`src/rssl_consts.svh`:
```
// Register offsets, field positions and reset values for the resource status block
`ifndef RSSL_CONSTS_SVH
`define RSSL_CONSTS_SVH
`define RSSL_OFF_ERR        12'h000
`define RSSL_OFF_STATE      12'h004
`define RSSL_OFF_CTRL       12'h008
`define RSSL_OFF_LOCK       12'h00C
`define RSSL_OFF_MODES      12'h010
`define RSSL_OFF_ID         12'h014
`define RSSL_ERR_OTHER      0
`define RSSL_ERR_CFG        1
`define RSSL_ERR_SIM        3
`define RSSL_ERR_MAINT      6
`define RSSL_ERR_MEM        9
`define RSSL_ERR_STATIC     10
`define RSSL_ERR_NV         11
`define RSSL_ERR_FAILED     13
`define RSSL_ERR_PWRUP      14
`define RSSL_ERR_OOS        15
`define RSSL_CTRL_OOS       0
`define RSSL_CTRL_SWL_FEAT  1
`define RSSL_CTRL_CFG_BAD   2
`define RSSL_CTRL_OPER      3
`define RSSL_CTRL_UPPER     4
`define RSSL_CTRL_RESET     5'h01
`define RSSL_LOCK_RESET     1'h0
`define RSSL_ID_VALUE       16'hA5C3 // Arbitrary identification value
`endif

```
`src/rssl_pkg.sv`:
```
// Types shared by the resource status block
package rssl_pkg;
	typedef enum logic [3:0] {
		RSSL_INIT    = 4'h1,
		RSSL_ONLINE  = 4'h2,
		RSSL_STANDBY = 4'h4,
		RSSL_FAILURE = 4'h8
	} rssl_state_type;
	typedef enum logic [1:0] {
		RSSL_M_INITIALIZATION_MANUAL_MODE = 2'h0,
		RSSL_M_AUTO = 2'h1,
		RSSL_M_UPPER = 2'h2,
		RSSL_M_OOS  = 2'h3
	} rssl_mode_type;
endpackage

```
`src/rssl_top.sv`:
```
// Resource status, operating state machine and write lock with APB access
//
// Contract
// - Error bit 0 set while a device initialization error is present.
// - Error bit 1 set when feature, cycle select or cycle kind is invalid.
// - Error bit 3 set while the simulation jumper is fitted.
// - Error bits 2, 4, 5, 7, 8 and 12 always read zero.
// - Error bit 6 set while any maintenance alert is active.
// - Error bit 13 set while any failed alert is active.
// - Bits 9, 10, 11 flag pending flash, static and NV memory failures.
// - Bit 14 set after power-up until the block runs normally.
// - Bit 15 set whenever resource actual mode is out of service.
// - Readable operating state is exactly one of four states.
// - Restart enters initialization, also out of failure; blocks held in init-manual.
// - In initialization, unreported block alarms are acknowledged automatically.
// - Once operational, schedule execution and go from init to online.
// - Online places blocks in auto, then permits a higher mode.
// - Resource out of service gives standby; blocks forced OUT_OF_SERVICE_MODE, transducer kept.
// - Resource mode to auto in standby returns to online.
// - Hardware or memory failure gives failure state; all modes OUT_OF_SERVICE_MODE.
// - Write lock honoured only when soft write lock feature is selected.
// - While locked, reject all writes except unlocking the write lock.
// - While locked, the block keeps updating and executing normally.
// - Write alarm active whenever write lock is not locked.
`include "rssl_consts.svh"

module rssl_top
	import rssl_pkg::*;
(
	// Clock and reset
	input  wire logic        ref_clk_i,
	input  wire logic        nrst_i,
	// APB slave
	input  wire logic        psel_i,
	input  wire logic        penable_i,
	input  wire logic        pwrite_i,
	input  wire logic [11:0] paddr_i,
	input  wire logic [31:0] pwdata_i,
	output logic      [31:0] prdata_o,
	output logic             pready_o,
	output logic             pslverr_o,
	// Device condition inputs
	input  wire logic        restart_i,
	input  wire logic        init_error_i,
	input  wire logic        sim_jumper_i,
	input  wire logic        maint_alert_i,
	input  wire logic        failed_alert_i,
	input  wire logic        mem_pending_i,
	input  wire logic        static_mem_fail_i,
	input  wire logic        nv_mem_fail_i,
	input  wire logic        hw_fail_i,
	input  wire logic        unreported_alarm_i,
	// Block supervision outputs
	output logic [15:0]      resource_error_conditions_o,
	output logic [1:0]       device_operating_state_o,
	output logic [1:0]       fb_mode_o,
	output logic             tb_force_oos_o,
	output logic             sched_run_o,
	output logic             alarm_ack_o,
	output logic             write_alarm_o,
	output logic             write_locked_o
);

	rssl_state_type state_reg;
	rssl_state_type state_next;
	logic [4:0]     ctrl_reg;
	logic           lock_reg;
	logic           pwr_up_reg;
	logic           mem_fail;
	logic           locked;
	logic           acc;
	logic           wr_ok;
	logic [15:0]    err_vec;
	logic [31:0]    rd_data;
	logic           mapped;

	// Decoding shared by the write guard and the error response
	function automatic logic is_mapped(input logic [11:0] a);
		is_mapped = (a == `RSSL_OFF_ERR) || (a == `RSSL_OFF_STATE) ||
			(a == `RSSL_OFF_CTRL) || (a == `RSSL_OFF_LOCK) ||
			(a == `RSSL_OFF_MODES) || (a == `RSSL_OFF_ID);
	endfunction

	function automatic logic [1:0] state_code(input rssl_state_type s);
		case (s)
			RSSL_INIT:    state_code = 2'h0;
			RSSL_ONLINE:  state_code = 2'h1;
			RSSL_STANDBY: state_code = 2'h2;
			RSSL_FAILURE: state_code = 2'h3;
			default:      state_code = 2'h0;
		endcase
	endfunction

	// A locked device lets through only the write that unlocks it
	function automatic logic lock_refuses(input logic lk,
		input logic [11:0] a, input logic d0);
		lock_refuses = lk && !(a == `RSSL_OFF_LOCK && !d0);
	endfunction

	// Status, state, modes and identity are never written by software
	function automatic logic is_read_only(input logic [11:0] a);
		is_read_only = (a == `RSSL_OFF_ERR) || (a == `RSSL_OFF_STATE) ||
			(a == `RSSL_OFF_MODES) || (a == `RSSL_OFF_ID);
	endfunction

	assign mem_fail = static_mem_fail_i | nv_mem_fail_i | hw_fail_i;
	assign locked   = lock_reg & ctrl_reg[`RSSL_CTRL_SWL_FEAT];
	assign acc      = psel_i & penable_i & pready_o;
	assign mapped   = is_mapped(paddr_i);

	// Only an unlock write passes the guard while locked
	always_comb begin
		wr_ok = acc & pwrite_i & mapped;
		if (lock_refuses(locked, paddr_i, pwdata_i[0])) begin
			wr_ok = 1'b0;
		end
	end

	// Error vector; unused bits stay zero
	always_comb begin
		err_vec = 16'h0000;
		err_vec[`RSSL_ERR_OTHER]  = init_error_i;
		err_vec[`RSSL_ERR_CFG]    = ctrl_reg[`RSSL_CTRL_CFG_BAD];
		err_vec[`RSSL_ERR_SIM]    = sim_jumper_i;
		err_vec[`RSSL_ERR_MAINT]  = maint_alert_i;
		err_vec[`RSSL_ERR_MEM]    = mem_pending_i;
		err_vec[`RSSL_ERR_STATIC] = static_mem_fail_i;
		err_vec[`RSSL_ERR_NV]     = nv_mem_fail_i;
		err_vec[`RSSL_ERR_FAILED] = failed_alert_i;
		err_vec[`RSSL_ERR_PWRUP]  = pwr_up_reg;
		err_vec[`RSSL_ERR_OOS]    = ctrl_reg[`RSSL_CTRL_OOS];
	end

	// Operating state transitions; restart outranks failure, which outranks everything else
	always_comb begin
		state_next = state_reg;
		case (state_reg)
			RSSL_INIT: begin
				if (ctrl_reg[`RSSL_CTRL_OPER] && !init_error_i) begin
					state_next = ctrl_reg[`RSSL_CTRL_OOS] ? RSSL_STANDBY
						: RSSL_ONLINE;
				end
			end
			RSSL_ONLINE: begin
				if (ctrl_reg[`RSSL_CTRL_OOS]) begin
					state_next = RSSL_STANDBY;
				end
			end
			RSSL_STANDBY: begin
				if (!ctrl_reg[`RSSL_CTRL_OOS]) begin
					state_next = RSSL_ONLINE;
				end
			end
			RSSL_FAILURE: begin
				state_next = RSSL_FAILURE;
			end
			default: state_next = RSSL_INIT;
		endcase
		if (mem_fail) begin
			state_next = RSSL_FAILURE;
		end
		if (restart_i) begin
			state_next = RSSL_INIT;
		end
	end

	always_ff @(posedge ref_clk_i) begin
		if (!nrst_i) begin
			state_reg <= RSSL_INIT;
		end else begin
			state_reg <= state_next;
		end
	end

	// Power-up flag clears once the block first runs online
	always_ff @(posedge ref_clk_i) begin
		if (!nrst_i) begin
			pwr_up_reg <= 1'b1;
		end else if (restart_i) begin
			pwr_up_reg <= 1'b1;
		end else if (state_reg == RSSL_ONLINE) begin
			pwr_up_reg <= 1'b0;
		end
	end

	// Control register; the lock never blocks status or state updates
	always_ff @(posedge ref_clk_i) begin
		if (!nrst_i) begin
			ctrl_reg <= `RSSL_CTRL_RESET;
		end else if (wr_ok && paddr_i == `RSSL_OFF_CTRL) begin
			ctrl_reg <= pwdata_i[4:0];
		end
	end

	always_ff @(posedge ref_clk_i) begin
		if (!nrst_i) begin
			lock_reg <= `RSSL_LOCK_RESET;
		end else if (wr_ok && paddr_i == `RSSL_OFF_LOCK) begin
			lock_reg <= pwdata_i[0];
		end
	end

	// Block mode outputs follow the state
	always_ff @(posedge ref_clk_i) begin
		if (!nrst_i) begin
			fb_mode_o      <= RSSL_M_INITIALIZATION_MANUAL_MODE;
			tb_force_oos_o <= 1'b0;
			sched_run_o    <= 1'b0;
			alarm_ack_o    <= 1'b0;
		end else begin
			tb_force_oos_o <= (state_reg == RSSL_FAILURE);
			sched_run_o    <= (state_reg == RSSL_ONLINE);
			alarm_ack_o    <= (state_reg == RSSL_INIT) &&
				unreported_alarm_i;
			case (state_reg)
				RSSL_INIT:    fb_mode_o <= RSSL_M_INITIALIZATION_MANUAL_MODE;
				RSSL_ONLINE:  fb_mode_o <= ctrl_reg[`RSSL_CTRL_UPPER] ?
					RSSL_M_UPPER : RSSL_M_AUTO;
				RSSL_STANDBY: fb_mode_o <= RSSL_M_OOS;
				RSSL_FAILURE: fb_mode_o <= RSSL_M_OOS;
				default:      fb_mode_o <= RSSL_M_INITIALIZATION_MANUAL_MODE;
			endcase
		end
	end

	always_ff @(posedge ref_clk_i) begin
		if (!nrst_i) begin
			resource_error_conditions_o <= 16'h0000;
			device_operating_state_o    <= 2'h0;
			write_alarm_o               <= 1'b0;
			write_locked_o              <= 1'b0;
		end else begin
			resource_error_conditions_o <= err_vec;
			device_operating_state_o    <= state_code(state_reg);
			write_alarm_o               <= !locked;
			write_locked_o              <= locked;
		end
	end

	// Read mux
	always_comb begin
		rd_data = 32'h0000_0000;
		case (paddr_i)
			`RSSL_OFF_ERR:   rd_data = {16'h0000, err_vec};
			`RSSL_OFF_STATE: rd_data = {30'h0, state_code(state_reg)};
			`RSSL_OFF_CTRL:  rd_data = {27'h0, ctrl_reg};
			`RSSL_OFF_LOCK:  rd_data = {30'h0, locked, lock_reg};
			`RSSL_OFF_MODES: rd_data = {29'h0, tb_force_oos_o, fb_mode_o};
			`RSSL_OFF_ID:    rd_data = {16'h0000, `RSSL_ID_VALUE};
			default:         rd_data = 32'h0000_0000;
		endcase
	end

	// One wait state: pready rises in the second access cycle
	always_ff @(posedge ref_clk_i) begin
		if (!nrst_i) begin
			pready_o  <= 1'b0;
			prdata_o  <= 32'h0000_0000;
			pslverr_o <= 1'b0;
		end else if (psel_i && penable_i && !pready_o) begin
			pready_o  <= 1'b1;
			prdata_o  <= rd_data;
			pslverr_o <= !mapped || (pwrite_i &&
				(lock_refuses(locked, paddr_i, pwdata_i[0]) ||
				is_read_only(paddr_i)));
		end else begin
			pready_o  <= 1'b0;
			pslverr_o <= 1'b0;
		end
	end

endmodule // rssl_top

```
`config.mk`:
```
export PLATFORM = sky130hd
export DESIGN_NAME = rssl_top
export DESIGN_NICKNAME = d
export VERILOG_FILES = /design/src/rssl_pkg.sv /design/src/rssl_top.sv
export VERILOG_INCLUDE_DIRS = /design/src
export SDC_FILE = /design/constraint.sdc
export NUM_CORES = 1
export LEC_CHECK = 0
export ABC_AREA = 0
export BUFFER_PORTS_ARGS = -buffer_cell sky130_fd_sc_hd__buf_2
export CAP_MARGIN = 20
export CORE_UTILIZATION = 46
export DETAILED_ROUTE_END_ITERATION = 16
export PLACE_DENSITY = 0.81
export SLEW_MARGIN = 10
export SYNTH_ARGS = -nofsm -noshare
export SYNTH_HDL_FRONTEND = slang
export SYNTH_SLANG_ARGS = --single-unit
```
`constraint.sdc`:
```
create_clock -name ref_clk_i -period 3 [get_ports ref_clk_i]
set_clock_uncertainty 0.05 [all_clocks]
set_input_delay 0.15 -clock ref_clk_i [delete_from_list [all_inputs] [get_ports ref_clk_i]]
set_output_delay 0.15 -clock ref_clk_i [all_outputs]
set_load 0.02 [all_outputs]
```
==> impl_metrics.prom, run 1 <==
# TYPE chip_impl_metric gauge
chip_impl_metric{name="grt_pass1_wl",unit="um"} 6782
chip_impl_metric{name="max_fclk",unit="MHz"} 549.2
chip_impl_info{name="cts_tree",value="built"} 1
chip_impl_metric{name="dieHeight",unit="um"} 67.91
chip_impl_info{name="timing.critical_path.mode_cell",value="sky130_fd_sc_hd__or4_4"} 1
chip_impl_metric{name="route.detailed.drc",unit=""} 0
chip_impl_metric{name="pwr-share-seq",unit="%"} 50.9
chip_impl_metric{name="die_width",unit="um"} 67.91
chip_impl_metric{name="avgRoutedWirePerCell",unit="um"} 12.68
chip_impl_metric{name="areaGrowthSynthToFinish",unit="%"} 18.03
chip_impl_metric{name="start_util",unit="%"} 48.90
chip_impl_metric{name="setup-violations-final",unit=""} 0
chip_impl_metric{name="worst-path-buf-inv",unit=""} 1
chip_impl_metric{name="maximum_level_of_the_cts_h_tree",unit=""} 2
chip_impl_metric{name="grt_pass1_vias",unit=""} 1490
chip_impl_metric{name="power_report.internal_total",unit="mW"} 0.9255
chip_impl_metric{name="cp_max_fo",unit=""} 7
chip_impl_metric{name="fp.dieArea",unit="sq um"} 4611
chip_impl_info{name="path_cells",value="buf_2 > or4_4 > or4_4 > nor4_4 > nand3_1 > a21boi_1"} 1
chip_impl_metric{name="worst_ep_arrival_time",unit="ns"} 1.99
chip_impl_metric{name="cts-buffers-inserted",unit=""} 5
chip_impl_metric{name="globalRouteMet3Util",unit="%"} 6.333
chip_impl_metric{name="sw_frac_of_total",unit="%"} 23.83
chip_impl_metric{name="final_report_hold_violation_count",unit=""} 0
chip_impl_metric{name="routed_wl",unit="um"} 4223
chip_impl_metric{name="maxCapViolCount",unit=""} 0
chip_impl_metric{name="synth.yosys.warnings",unit=""} 0
chip_impl_metric{name="netlist.area_leader.share",unit="%"} 45.08
chip_impl_metric{name="ys_seq_elements",unit=""} 45
chip_impl_metric{name="post_cts_setup_repair_buffer_count",unit=""} 0
chip_impl_metric{name="antenna_cells_inserted",unit=""} 0
chip_impl_metric{name="synth_area",unit="sq um"} 1998
chip_impl_metric{name="ctsHoldBuffers",unit=""} 0
chip_impl_metric{name="yosysSeqAreaShare",unit="%"} 45.08
chip_impl_metric{name="globalRouteMet1Util",unit="%"} 23.00
chip_impl_metric{name="relative_slew_margins",unit="%"} 51.53
chip_impl_metric{name="grt_max_degree",unit=""} 38
chip_impl_metric{name="synth.distinct_cells",unit=""} 38
chip_impl_metric{name="number_of_antenna_violations_at_the_first_check_in_global_routing",unit=""} 0
chip_impl_metric{name="path_clk_slew",unit="ns"} 0.08
chip_impl_metric{name="power.switching",unit="mW"} 0.2895
chip_impl_metric{name="num_rows",unit=""} 23
chip_impl_metric{name="pre_cts_ws",unit="ns"} 0.8774
chip_impl_metric{name="globalplace.congestion",unit=""} 0.8774
chip_impl_metric{name="place.detailed.hpwl",unit="um"} 3136
chip_impl_metric{name="ioPinCount",unit=""} 118
chip_impl_metric{name="worst-endpoint-required",unit="ns"} 3.17
chip_impl_info{name="ys_dominant_reg_cell",value="sky130_fd_sc_hd__dfxtp_1"} 1
chip_impl_metric{name="power_leakage",unit="nW"} 1.149
chip_impl_metric{name="num-nets-final",unit=""} 341
chip_impl_info{name="cell_type_contributing_the_most_total_cell_area_after_synthesis",value="sky130_fd_sc_hd__dfxtp_1"} 1
chip_impl_metric{name="route.vias.total",unit=""} 1660
chip_impl_info{name="timing.hold.worst.class",value="in -> reg"} 1
chip_impl_metric{name="clock-sinks",unit=""} 45
chip_impl_metric{name="crit_path_max_incr_delay",unit="ns"} 0.54
chip_impl_metric{name="viasPerCell",unit=""} 4.985
chip_impl_metric{name="placement.io_buffers",unit=""} 66
chip_impl_metric{name="global_route.usage.met2",unit="%"} 34.78
chip_impl_info{name="worstSetupEndpointType",value="register"} 1
chip_impl_metric{name="overflow",unit=""} 0
chip_impl_metric{name="synth_edf_count",unit=""} 0
chip_impl_info{name="crit_path_kind",value="in -> reg"} 1
chip_impl_metric{name="fin_crit",unit="ns"} 1.821
chip_impl_metric{name="cts_max_path_buffers",unit=""} 2
chip_impl_metric{name="insertion_delay",unit="ns"} 0.30
chip_impl_info{name="critPathTopFamily",value="simple AND/OR/NAND/NOR gates"} 1
chip_impl_metric{name="cts_repair_resize_count",unit=""} 0
chip_impl_metric{name="slew_viol_final",unit=""} 0
chip_impl_info{name="rsz0062_at_grt",value="false"} 1
chip_impl_metric{name="synthesis.area_per_instance",unit="sq um"} 9.041
chip_impl_info{name="worst_setup_path_start_kind",value="input pin"} 1
chip_impl_metric{name="syn_inst",unit=""} 221
chip_impl_info{name="root_buffer",value="sky130_fd_sc_hd__clkbuf_8"} 1
chip_impl_info{name="largest_cells_by_area_after_synthesis",value="sky130_fd_sc_hd__dfxtp_1 45%, sky130_fd_sc_hd__buf_4 10%, sky130_fd_sc_hd__mux2i_1 4.5%, sky130_fd_sc_hd__nor2b_1 4.4%, sky130_fd_sc_hd__nand2_1 3.9%"} 1
chip_impl_metric{name="power.share.clock",unit="%"} 38.1
chip_impl_info{name="grt.busiest_layer",value="met2"} 1
chip_impl_metric{name="number_of_nets_with_antenna_violations_after_detailed_routing",unit=""} 0
chip_impl_metric{name="number_of_flip_flops_in_the_largest_register",unit=""} 13
chip_impl_metric{name="max-vdd-ir-drop",unit="mV"} 0.3513
chip_impl_metric{name="power_density",unit="nW/um^2"} 515.1
chip_impl_info{name="synth_most_common_cell",value="sky130_fd_sc_hd__dfxtp_1"} 1
chip_impl_metric{name="dr_iter_0_viols",unit=""} 78
chip_impl_metric{name="detailedRoute.firstPassIterationCount",unit=""} 4
chip_impl_metric{name="power_frac_comb",unit="%"} 11.0
chip_impl_metric{name="finalCritPeriodShare",unit="%"} 60.69
chip_impl_metric{name="async_reset_ff_share",unit="%"} 0
chip_impl_metric{name="global_route.usage.total",unit="%"} 19.76
chip_impl_metric{name="worst_pin_slew",unit="ns"} 0.7244
chip_impl_info{name="run_status",value="completed"} 1
chip_impl_metric{name="fin_tns_setup",unit="ns"} 0
chip_impl_metric{name="drive_gt1_share",unit="%"} 27.92
chip_impl_metric{name="setup_ws",unit="ns"} 1.179
chip_impl_info{name="timing.critical_path.slowest_stage_cell",value="sky130_fd_sc_hd__or4_4"} 1
chip_impl_metric{name="placeableCoreArea",unit="sq um"} 4086
chip_impl_info{name="yosys-top-cells-count",value="45 x sky130_fd_sc_hd__dfxtp_1, 27 x sky130_fd_sc_hd__buf_4, 21 x sky130_fd_sc_hd__nand2_1"} 1
## layer usage
metal  part of all wire (%)  up-vias
met4                   0.85        0
met3                    6.9        5
met5                      0        -
met2                     50       70
met1                     42      762
li1                       -      823
## logic make-up after synthesis
family	after synthesis	share of synthesized area, %
muxes	9	4.509
xor gates and xnor gates	2	0.8768
and+or+nand+nor	89	25.24
other	1	0.1877
buffers and inverters	37	12.15
AOI/OAI and AO/OA	38	11.96
DFF	45	45.08
## cell usage in the layout, fill, tap and decap left out, types with 6 or more instances in the layout
cell type | synthesis | layout
sky130_fd_sc_hd__buf_2 | 2 | 66
sky130_fd_sc_hd__dfxtp_1 | 45 | 45
sky130_fd_sc_hd__conb_1 | 1 | 24
sky130_fd_sc_hd__nand2_1 | 21 | 21
sky130_fd_sc_hd__nor2b_1 | 14 | 14
sky130_fd_sc_hd__and2_1 | 12 | 12
sky130_fd_sc_hd__o21ai_0 | 11 | 11
sky130_fd_sc_hd__mux2i_1 | 9 | 9
sky130_fd_sc_hd__nand3_1 | 8 | 8
sky130_fd_sc_hd__nor2_1 | 8 | 8
sky130_fd_sc_hd__a21oi_1 | 8 | 8
sky130_fd_sc_hd__and3_1 | 6 | 6
sky130_fd_sc_hd__clkbuf_8 | 0 | 6
## final timing paths
check	start	end	slack, ns	depth (start not counted)
setup / recovery	paddr_i[7]	prdata_o[9]	1.18	6
hold / removal	sim_jumper_i	resource_error_conditions_o[3]	0.02	2
setup reg to reg	pready_o	ctrl_reg[0]	1.49	5
hold reg to reg	prdata_o[2]	prdata_o[2]	0.41	2
## power groups by stage
| stage | registers, mW | logic, mW | clock network, mW |
|---|---|---|---|
| final | 0.618 | 0.133 | 0.463 |
| after floorplan | 0.648 | 0.0985 | 0 |
| after detailed placement | 0.632 | 0.133 | 0 |
| after CTS | 0.618 | 0.133 | 0.468 |
| after global placement | 0.632 | 0.131 | 0 |
| after global routing | 0.621 | 0.146 | 0.500 |
## metrics by stage
step | hold slack (ns) | power [mW] | instance area (sq um) | utilization [%] | cells
finish | 0.02001 | 1.215 | 2359 | 57.72 | 333
detailed placement | 0.3224 | 0.7646 | 2242 | 54.87 | 325
floorplan | 0.2217 | 0.7464 | 2085 | - | 244
global placement | 0.3147 | 0.7625 | 2242 | 54.87 | 325
CTS | 0.02134 | 1.219 | 2359 | 57.72 | 333
global route | 0.009799 | 1.267 | 2359 | 57.72 | 333
## cell type report
| type | count | area [sq um] |
|---|---|---|
| sequential | 45 | 900.9 |
| clock inverter | 1 | 30.03 |
| multi-input combinational | 162 | 940.9 |
| inverter | 2 | 7.507 |
| tap | 50 | 62.56 |
| clock buffer | 7 | 86.33 |
| fill | 380 | 1728 |
| timing repair buffer | 66 | 330.3 |
Power figures use the tool's default switching activity.
==> inputs of run 2 (changes only) <==
Settings changed: CORE_UTILIZATION 46 to 39, PLACE_DENSITY 0.81 to 0.73.
Clock period 3 ns to 1.6 ns, I/O delays scaled along.
==> run 2 against run 1 <==
The run now ends with setup timing left. Sequential share of layout area is 3.9 points lower. Count of clock-buffer cells in the layout down 1. Critical path depth grew 1. Combinational power is 120% higher. Cell count increased by 12%. Sequential power rose by 88%. Total power is 92% higher. Clock power is 89% higher. Hold slack worse by 0.0060 ns. Critical path type unchanged.
==> impl_metrics.prom, run 2 (synthesized netlist as in run 1, its figures left out) <==
# TYPE chip_impl_metric gauge
chip_impl_metric{name="die_width",unit="um"} 73.58
chip_impl_metric{name="number_of_nets_with_antenna_violations_after_detailed_routing",unit=""} 0
chip_impl_metric{name="insertion_delay",unit="ns"} 0.30
chip_impl_metric{name="dieHeight",unit="um"} 73.58
chip_impl_metric{name="hold_slack",unit="ns"} 0.01399
chip_impl_metric{name="ioPinCount",unit=""} 118
chip_impl_metric{name="route.detailed.drc",unit=""} 0
chip_impl_info{name="rsz0062_at_grt",value="true"} 1
chip_impl_metric{name="areaGrowthSynthToFinish",unit="%"} 31.56
chip_impl_metric{name="max_fclk",unit="MHz"} 620.9
chip_impl_info{name="root_buffer",value="sky130_fd_sc_hd__clkbuf_8"} 1
chip_impl_info{name="cts_tree",value="built"} 1
chip_impl_info{name="critical_path.reg2reg.startpoint",value="state_reg[2]"} 1
chip_impl_metric{name="slew_viol_final",unit=""} 0
chip_impl_metric{name="avgRoutedWirePerCell",unit="um"} 12.09
chip_impl_info{name="run_status",value="finished with violations"} 1
chip_impl_metric{name="route.vias.total",unit=""} 1728
chip_impl_metric{name="grt_pass1_wl",unit="um"} 7245
chip_impl_metric{name="min_delay_path_depth",unit=""} 2
chip_impl_metric{name="power.total",unit="mW"} 2.329
chip_impl_info{name="rr_endpoint",value="prdata_o[1]"} 1
chip_impl_metric{name="ff2ff_path_depth",unit=""} 5
chip_impl_metric{name="routed_wl",unit="um"} 4522
chip_impl_metric{name="worst_ep_arrival_time",unit="ns"} 1.80
chip_impl_metric{name="clock-sinks",unit=""} 45
chip_impl_metric{name="power_density",unit="nW/um^2"} 885.9
chip_impl_metric{name="worst-endpoint-required",unit="ns"} 1.79
chip_impl_metric{name="global_route.usage.total",unit="%"} 17.68
chip_impl_metric{name="max-vdd-ir-drop",unit="mV"} 0.3052
chip_impl_info{name="violations",value="setup timing"} 1
chip_impl_metric{name="setup-violations-final",unit=""} 2
chip_impl_metric{name="num_rows",unit=""} 25
chip_impl_metric{name="number_of_antenna_violations_at_the_first_check_in_global_routing",unit=""} 0
chip_impl_info{name="hold_start",value="nrst_i"} 1
chip_impl_metric{name="placement.io_buffers",unit=""} 66
chip_impl_metric{name="maxCapViolCount",unit=""} 0
chip_impl_info{name="hold_end",value="ctrl_reg[0]"} 1
chip_impl_metric{name="nFillCells",unit=""} 486
chip_impl_metric{name="viasPerCell",unit=""} 4.620
chip_impl_metric{name="num-nets-final",unit=""} 365
chip_impl_metric{name="finalCritPeriodShare",unit="%"} 100.7
chip_impl_metric{name="final_core_util",unit="%"} 54.57
chip_impl_metric{name="setup_ws",unit="ns"} -0.01063
chip_impl_metric{name="grt_max_degree",unit=""} 24
chip_impl_metric{name="start_util",unit="%"} 41.48
chip_impl_metric{name="dr_iter_0_viols",unit=""} 67
chip_impl_metric{name="fp.dieArea",unit="sq um"} 5414
chip_impl_metric{name="antenna_cells_inserted",unit=""} 0
chip_impl_metric{name="place.detailed.hpwl",unit="um"} 3361
chip_impl_metric{name="cts_max_path_buffers",unit=""} 2
chip_impl_metric{name="fin_crit",unit="ns"} 1.611
chip_impl_info{name="worstSetupEndpointType",value="register"} 1
chip_impl_info{name="layout_common_cells",value="65 x sky130_fd_sc_hd__buf_2, 45 x sky130_fd_sc_hd__dfxtp_1, 24 x sky130_fd_sc_hd__conb_1"} 1
chip_impl_metric{name="cts-buffers-inserted",unit=""} 5
chip_impl_metric{name="timing.reg2reg.setup_slack",unit="ns"} 0.12
chip_impl_metric{name="drive_gt1_share",unit="%"} 30.29
chip_impl_metric{name="final_report_hold_violation_count",unit=""} 0
chip_impl_info{name="crit_path_kind",value="in -> reg"} 1
chip_impl_info{name="timing.hold.worst.class",value="in -> reg"} 1
chip_impl_metric{name="path_clk_slew",unit="ns"} 0.08
chip_impl_info{name="worst_setup_path_start_kind",value="input pin"} 1
chip_impl_metric{name="grt_pass1_vias",unit=""} 1548
chip_impl_metric{name="maximum_level_of_the_cts_h_tree",unit=""} 2
chip_impl_info{name="layout_commonest_cell",value="sky130_fd_sc_hd__buf_2"} 1
chip_impl_metric{name="pre_cts_ws",unit="ns"} -0.3579
chip_impl_metric{name="overflow",unit=""} 0
chip_impl_metric{name="globalplace.congestion",unit=""} 0.8461
chip_impl_metric{name="power_leakage",unit="nW"} 1.261
chip_impl_metric{name="cp_max_fo",unit=""} 7
chip_impl_metric{name="number_of_flip_flops_in_the_largest_register",unit=""} 13
chip_impl_metric{name="placeableCoreArea",unit="sq um"} 4817
chip_impl_metric{name="detailedRoute.firstPassIterationCount",unit=""} 4
==> run 2: cell count changes in the layout (fill, tap and decap cells not counted), sizes merged <==
cell / delta
dlygate4sd3: +14
buf: +10
clkbuf: -1
clkinvlp: +1
==> run 2: per-stage QoR <==
step                setup TNS (ns)  cell area (sq um)  std cells
global placement            -3.636               2331        351
CTS                       -0.04060               2610        374
floorplan                   -1.032               2085        244
global route               -0.2690               2629        374
finish                    -0.01130               2629        374
detailed placement          -4.136               2331        351
==> run 2: routing by layer <==
| metal | up-vias | global-route usage [%] | part of all wire [%] |
|---|---|---|---|
| met5 | - | 0 | 0 |
| met4 | 0 | 5.769 | 1.4 |
| met1 | 787 | 22.30 | 46 |
| met3 | 6 | 4.801 | 5.7 |
| met2 | 60 | 29.15 | 46 |
| li1 | 875 | - | - |
==> run 2: timing repair <==
item	CTS	global route
endpoints found under the hold margin	18	0
resized for setup	2	3
endpoints found under the setup margin	3	11
pin swaps	0	1
setup buffers	1	0
hold buffers	14	0
==> run 2: final cells by class <==
class	count	area (sq um)	area share, %
clock inverters	2	37.54	1.428
well taps	67	83.83	3.189
multi-input cells	162	964.7	36.70
clock buffers	6	82.58	3.141
flip-flops and latches	45	900.9	34.27
repair buffers	90	551.8	20.99
inverters	2	7.507	0.2856
==> run 2: worst max-delay path, stage by stage <==
cell and delay (ns):
sky130_fd_sc_hd__buf_6 0.09, sky130_fd_sc_hd__or4_4 0.53, sky130_fd_sc_hd__or4_4 0.54, sky130_fd_sc_hd__nor4_4 0.16, sky130_fd_sc_hd__buf_4 0.19, sky130_fd_sc_hd__nand3_1 0.09
sky130_fd_sc_hd__a21boi_1 0.14
==> run 2: report_power, final <==
part	total, mW	leakage (nW)	switching [mW]	internal (mW)
sequential	1.16	0.367	0.0115	1.15
combinational	0.293	0.836	0.180	0.113
clock	0.877	0.0574	0.370	0.507
total	2.33	1.26	0.562	1.77
==> run 2: worst max-delay path by stage <==
stage	endpoint	start
after floorplan	prdata_o[11]	paddr_i[7]
after global placement	prdata_o[14]	paddr_i[7]
after detailed placement	prdata_o[11]	paddr_i[7]
after CTS	prdata_o[11]	paddr_i[7]
after global routing	prdata_o[11]	paddr_i[7]
final	prdata_o[11]	paddr_i[7]
==> inputs of run 3 (changes only) <==
Settings changed: SKIP_CTS_REPAIR_TIMING set to 1.
==> run 3 against run 2 <==
The run ends with hold timing, setup timing left. Cell area decreased by 2.8%. Largest cell class unchanged. Flip-flop and latch count unchanged. Utilization decreased by 1.5 points. Setup slack got worse by 0.0098 ns. Via count decreased by 1.1%. Register-to-register slack about the same.
==> impl_metrics.prom, run 3 (synthesized netlist as in run 1, its figures left out) <==
# TYPE chip_impl_metric gauge
chip_impl_info{name="run_status",value="finished with violations"} 1
chip_impl_info{name="violations",value="hold timing, setup timing"} 1
chip_impl_info{name="rsz0062_at_grt",value="true"} 1
chip_impl_metric{name="avgRoutedWirePerCell",unit="um"} 12.09
chip_impl_metric{name="final_core_util",unit="%"} 53.06
chip_impl_metric{name="start_util",unit="%"} 41.48
chip_impl_metric{name="pwr-share-seq",unit="%"} 50.0
chip_impl_metric{name="power_report.internal_total",unit="mW"} 1.758
chip_impl_metric{name="power.share.clock",unit="%"} 37.9
chip_impl_metric{name="worst-endpoint-required",unit="ns"} 1.79
chip_impl_metric{name="max-vdd-ir-drop",unit="mV"} 0.3003
chip_impl_metric{name="sw_frac_of_total",unit="%"} 24.10
chip_impl_metric{name="worst_ep_arrival_time",unit="ns"} 1.81
chip_impl_metric{name="finished_layout_cells",unit=""} 368
chip_impl_metric{name="hold_slack",unit="ns"} -0.01530
chip_impl_metric{name="cp_max_fo",unit=""} 7
chip_impl_metric{name="slew_viol_final",unit=""} 0
chip_impl_info{name="rr_endpoint",value="prdata_o[1]"} 1
chip_impl_metric{name="global_route.usage.total",unit="%"} 16.90
chip_impl_info{name="root_buffer",value="sky130_fd_sc_hd__clkbuf_8"} 1
chip_impl_metric{name="number_of_flip_flops_in_the_largest_register",unit=""} 13
chip_impl_info{name="worst_setup_path_start_kind",value="input pin"} 1
chip_impl_metric{name="placement.io_buffers",unit=""} 66
chip_impl_metric{name="cts-buffers-inserted",unit=""} 5
chip_impl_metric{name="cts_max_path_buffers",unit=""} 2
chip_impl_metric{name="place.detailed.hpwl",unit="um"} 3361
chip_impl_metric{name="routed_wl",unit="um"} 4450
chip_impl_metric{name="power.total",unit="mW"} 2.316
chip_impl_metric{name="route.detailed.drc",unit=""} 0
chip_impl_metric{name="final_cell_area",unit="sq um"} 2556
chip_impl_metric{name="drive_gt1_share",unit="%"} 30.23
chip_impl_metric{name="grt_pass1_wl",unit="um"} 6893
chip_impl_info{name="hold_start",value="pwdata_i[1]"} 1
chip_impl_metric{name="detailedRoute.firstPassIterationCount",unit=""} 4
chip_impl_info{name="worstSetupEndpointType",value="register"} 1
chip_impl_metric{name="placeableCoreArea",unit="sq um"} 4817
chip_impl_metric{name="fp.dieArea",unit="sq um"} 5414
chip_impl_metric{name="num_rows",unit=""} 25
chip_impl_metric{name="dp.cells",unit=""} 351
chip_impl_metric{name="dr_iter_0_viols",unit=""} 57
chip_impl_metric{name="path_clk_slew",unit="ns"} 0.08
chip_impl_metric{name="nFillCells",unit=""} 492
chip_impl_metric{name="placement.cell_area",unit="sq um"} 2331
chip_impl_metric{name="power.switching",unit="mW"} 0.5581
chip_impl_metric{name="max_fclk",unit="MHz"} 617.1
chip_impl_metric{name="dieHeight",unit="um"} 73.58
chip_impl_info{name="hold_end",value="ctrl_reg[1]"} 1
chip_impl_info{name="layout_commonest_cell",value="sky130_fd_sc_hd__buf_2"} 1
chip_impl_metric{name="number_of_nets_with_antenna_violations_after_detailed_routing",unit=""} 0
chip_impl_info{name="timing.hold.worst.class",value="in -> reg"} 1
chip_impl_metric{name="areaGrowthSynthToFinish",unit="%"} 27.93
chip_impl_metric{name="number_of_antenna_violations_at_the_first_check_in_global_routing",unit=""} 0
chip_impl_metric{name="final_report_hold_violation_count",unit=""} 5
chip_impl_metric{name="grt_max_degree",unit=""} 24
chip_impl_metric{name="finalCritPeriodShare",unit="%"} 101.3
chip_impl_info{name="cts_tree",value="built"} 1
chip_impl_info{name="layout_common_cells",value="65 x sky130_fd_sc_hd__buf_2, 45 x sky130_fd_sc_hd__dfxtp_1, 24 x sky130_fd_sc_hd__conb_1"} 1
chip_impl_info{name="crit_path_kind",value="in -> reg"} 1
chip_impl_metric{name="overflow",unit=""} 0
chip_impl_metric{name="power_leakage",unit="nW"} 1.232
chip_impl_metric{name="antenna_cells_inserted",unit=""} 0
chip_impl_metric{name="setup_ws",unit="ns"} -0.02042
chip_impl_metric{name="route.vias.total",unit=""} 1709
chip_impl_metric{name="maximum_level_of_the_cts_h_tree",unit=""} 2
chip_impl_metric{name="globalplace.congestion",unit=""} 0.8461
chip_impl_metric{name="insertion_delay",unit="ns"} 0.30
chip_impl_metric{name="viasPerCell",unit=""} 4.644
chip_impl_metric{name="min_delay_path_depth",unit=""} 3
chip_impl_metric{name="power_frac_comb",unit="%"} 12.1
chip_impl_metric{name="ioPinCount",unit=""} 118
chip_impl_metric{name="clock-sinks",unit=""} 45
chip_impl_metric{name="ff2ff_path_depth",unit=""} 5
chip_impl_metric{name="num-nets-final",unit=""} 359
chip_impl_metric{name="grt_pass1_vias",unit=""} 1437
chip_impl_metric{name="fin_crit",unit="ns"} 1.620
chip_impl_metric{name="maxCapViolCount",unit=""} 0
chip_impl_metric{name="setup-violations-final",unit=""} 2
chip_impl_info{name="critical_path.reg2reg.startpoint",value="state_reg[2]"} 1
chip_impl_metric{name="timing.reg2reg.setup_slack",unit="ns"} 0.12
chip_impl_metric{name="die_width",unit="um"} 73.58
chip_impl_metric{name="power_density",unit="nW/um^2"} 906.0
run 3: changes by cell type in the layout (fill, tap and decap cells not counted), sizes merged:
cell / previous run / this run
dlygate4sd3: 14 / 9
buf: 76 / 75
run 3: layout make-up:
type / instances / area [sq um] / area share (%)
multi-input cells: 162 / 949.7 / 37.15
flip-flops and latches: 45 / 900.9 / 35.24
repair buffers: 84 / 494.2 / 19.33
well taps: 67 / 83.83 / 3.279
clock buffers: 6 / 82.58 / 3.231
clock inverters: 2 / 37.54 / 1.468
inverters: 2 / 7.507 / 0.2937
run 3: power by group through the flow:
stage	Combinational (mW)	Sequential (mW)	Clock (mW)
finish	0.281	1.16	0.877
global placement	0.258	1.18	0
detailed placement	0.260	1.18	0
floorplan	0.185	1.21	0
CTS	0.261	1.16	0.907
global route	0.307	1.16	0.956
run 3: per-layer routing:
metal  track usage (%)  routed length [um]  vias up
met2             26.81                2049       58
met1             21.96                2082      782
met4             5.769                  65        0
li1                  -                   -      863
met3             4.801                 252        6
met5                 0                   0        -
run 3: metrics by stage:
step,worst slack (ns),TNS (ns)
finish,-0.02042,-0.03023
global placement,-0.2910,-3.636
global route,-0.1109,-0.3468
CTS,-0.04438,-0.1065
floorplan,-0.1451,-1.032
detailed placement,-0.3579,-4.136
run 3: critical path: stages:
cell                       delay [ns]
sky130_fd_sc_hd__buf_6           0.09
sky130_fd_sc_hd__or4_4           0.53
sky130_fd_sc_hd__or4_4           0.54
sky130_fd_sc_hd__nor4_4          0.16
sky130_fd_sc_hd__buf_4           0.19
sky130_fd_sc_hd__nand3_1         0.08
sky130_fd_sc_hd__a21boi_1        0.14
run 3: how the worst max path moves through the flow:
stage                     startpoint            to  slack (ns)  cells past startpoint
after detailed placement  paddr_i[7]  prdata_o[11]       -0.36                      7
after floorplan           paddr_i[7]  prdata_o[11]       -0.15                      5
after CTS                 paddr_i[7]  prdata_o[11]       -0.04                      7
after global routing      paddr_i[7]  prdata_o[11]       -0.11                      7
after global placement    paddr_i[7]  prdata_o[14]       -0.29                      7
final                     paddr_i[7]  prdata_o[11]       -0.02                      7
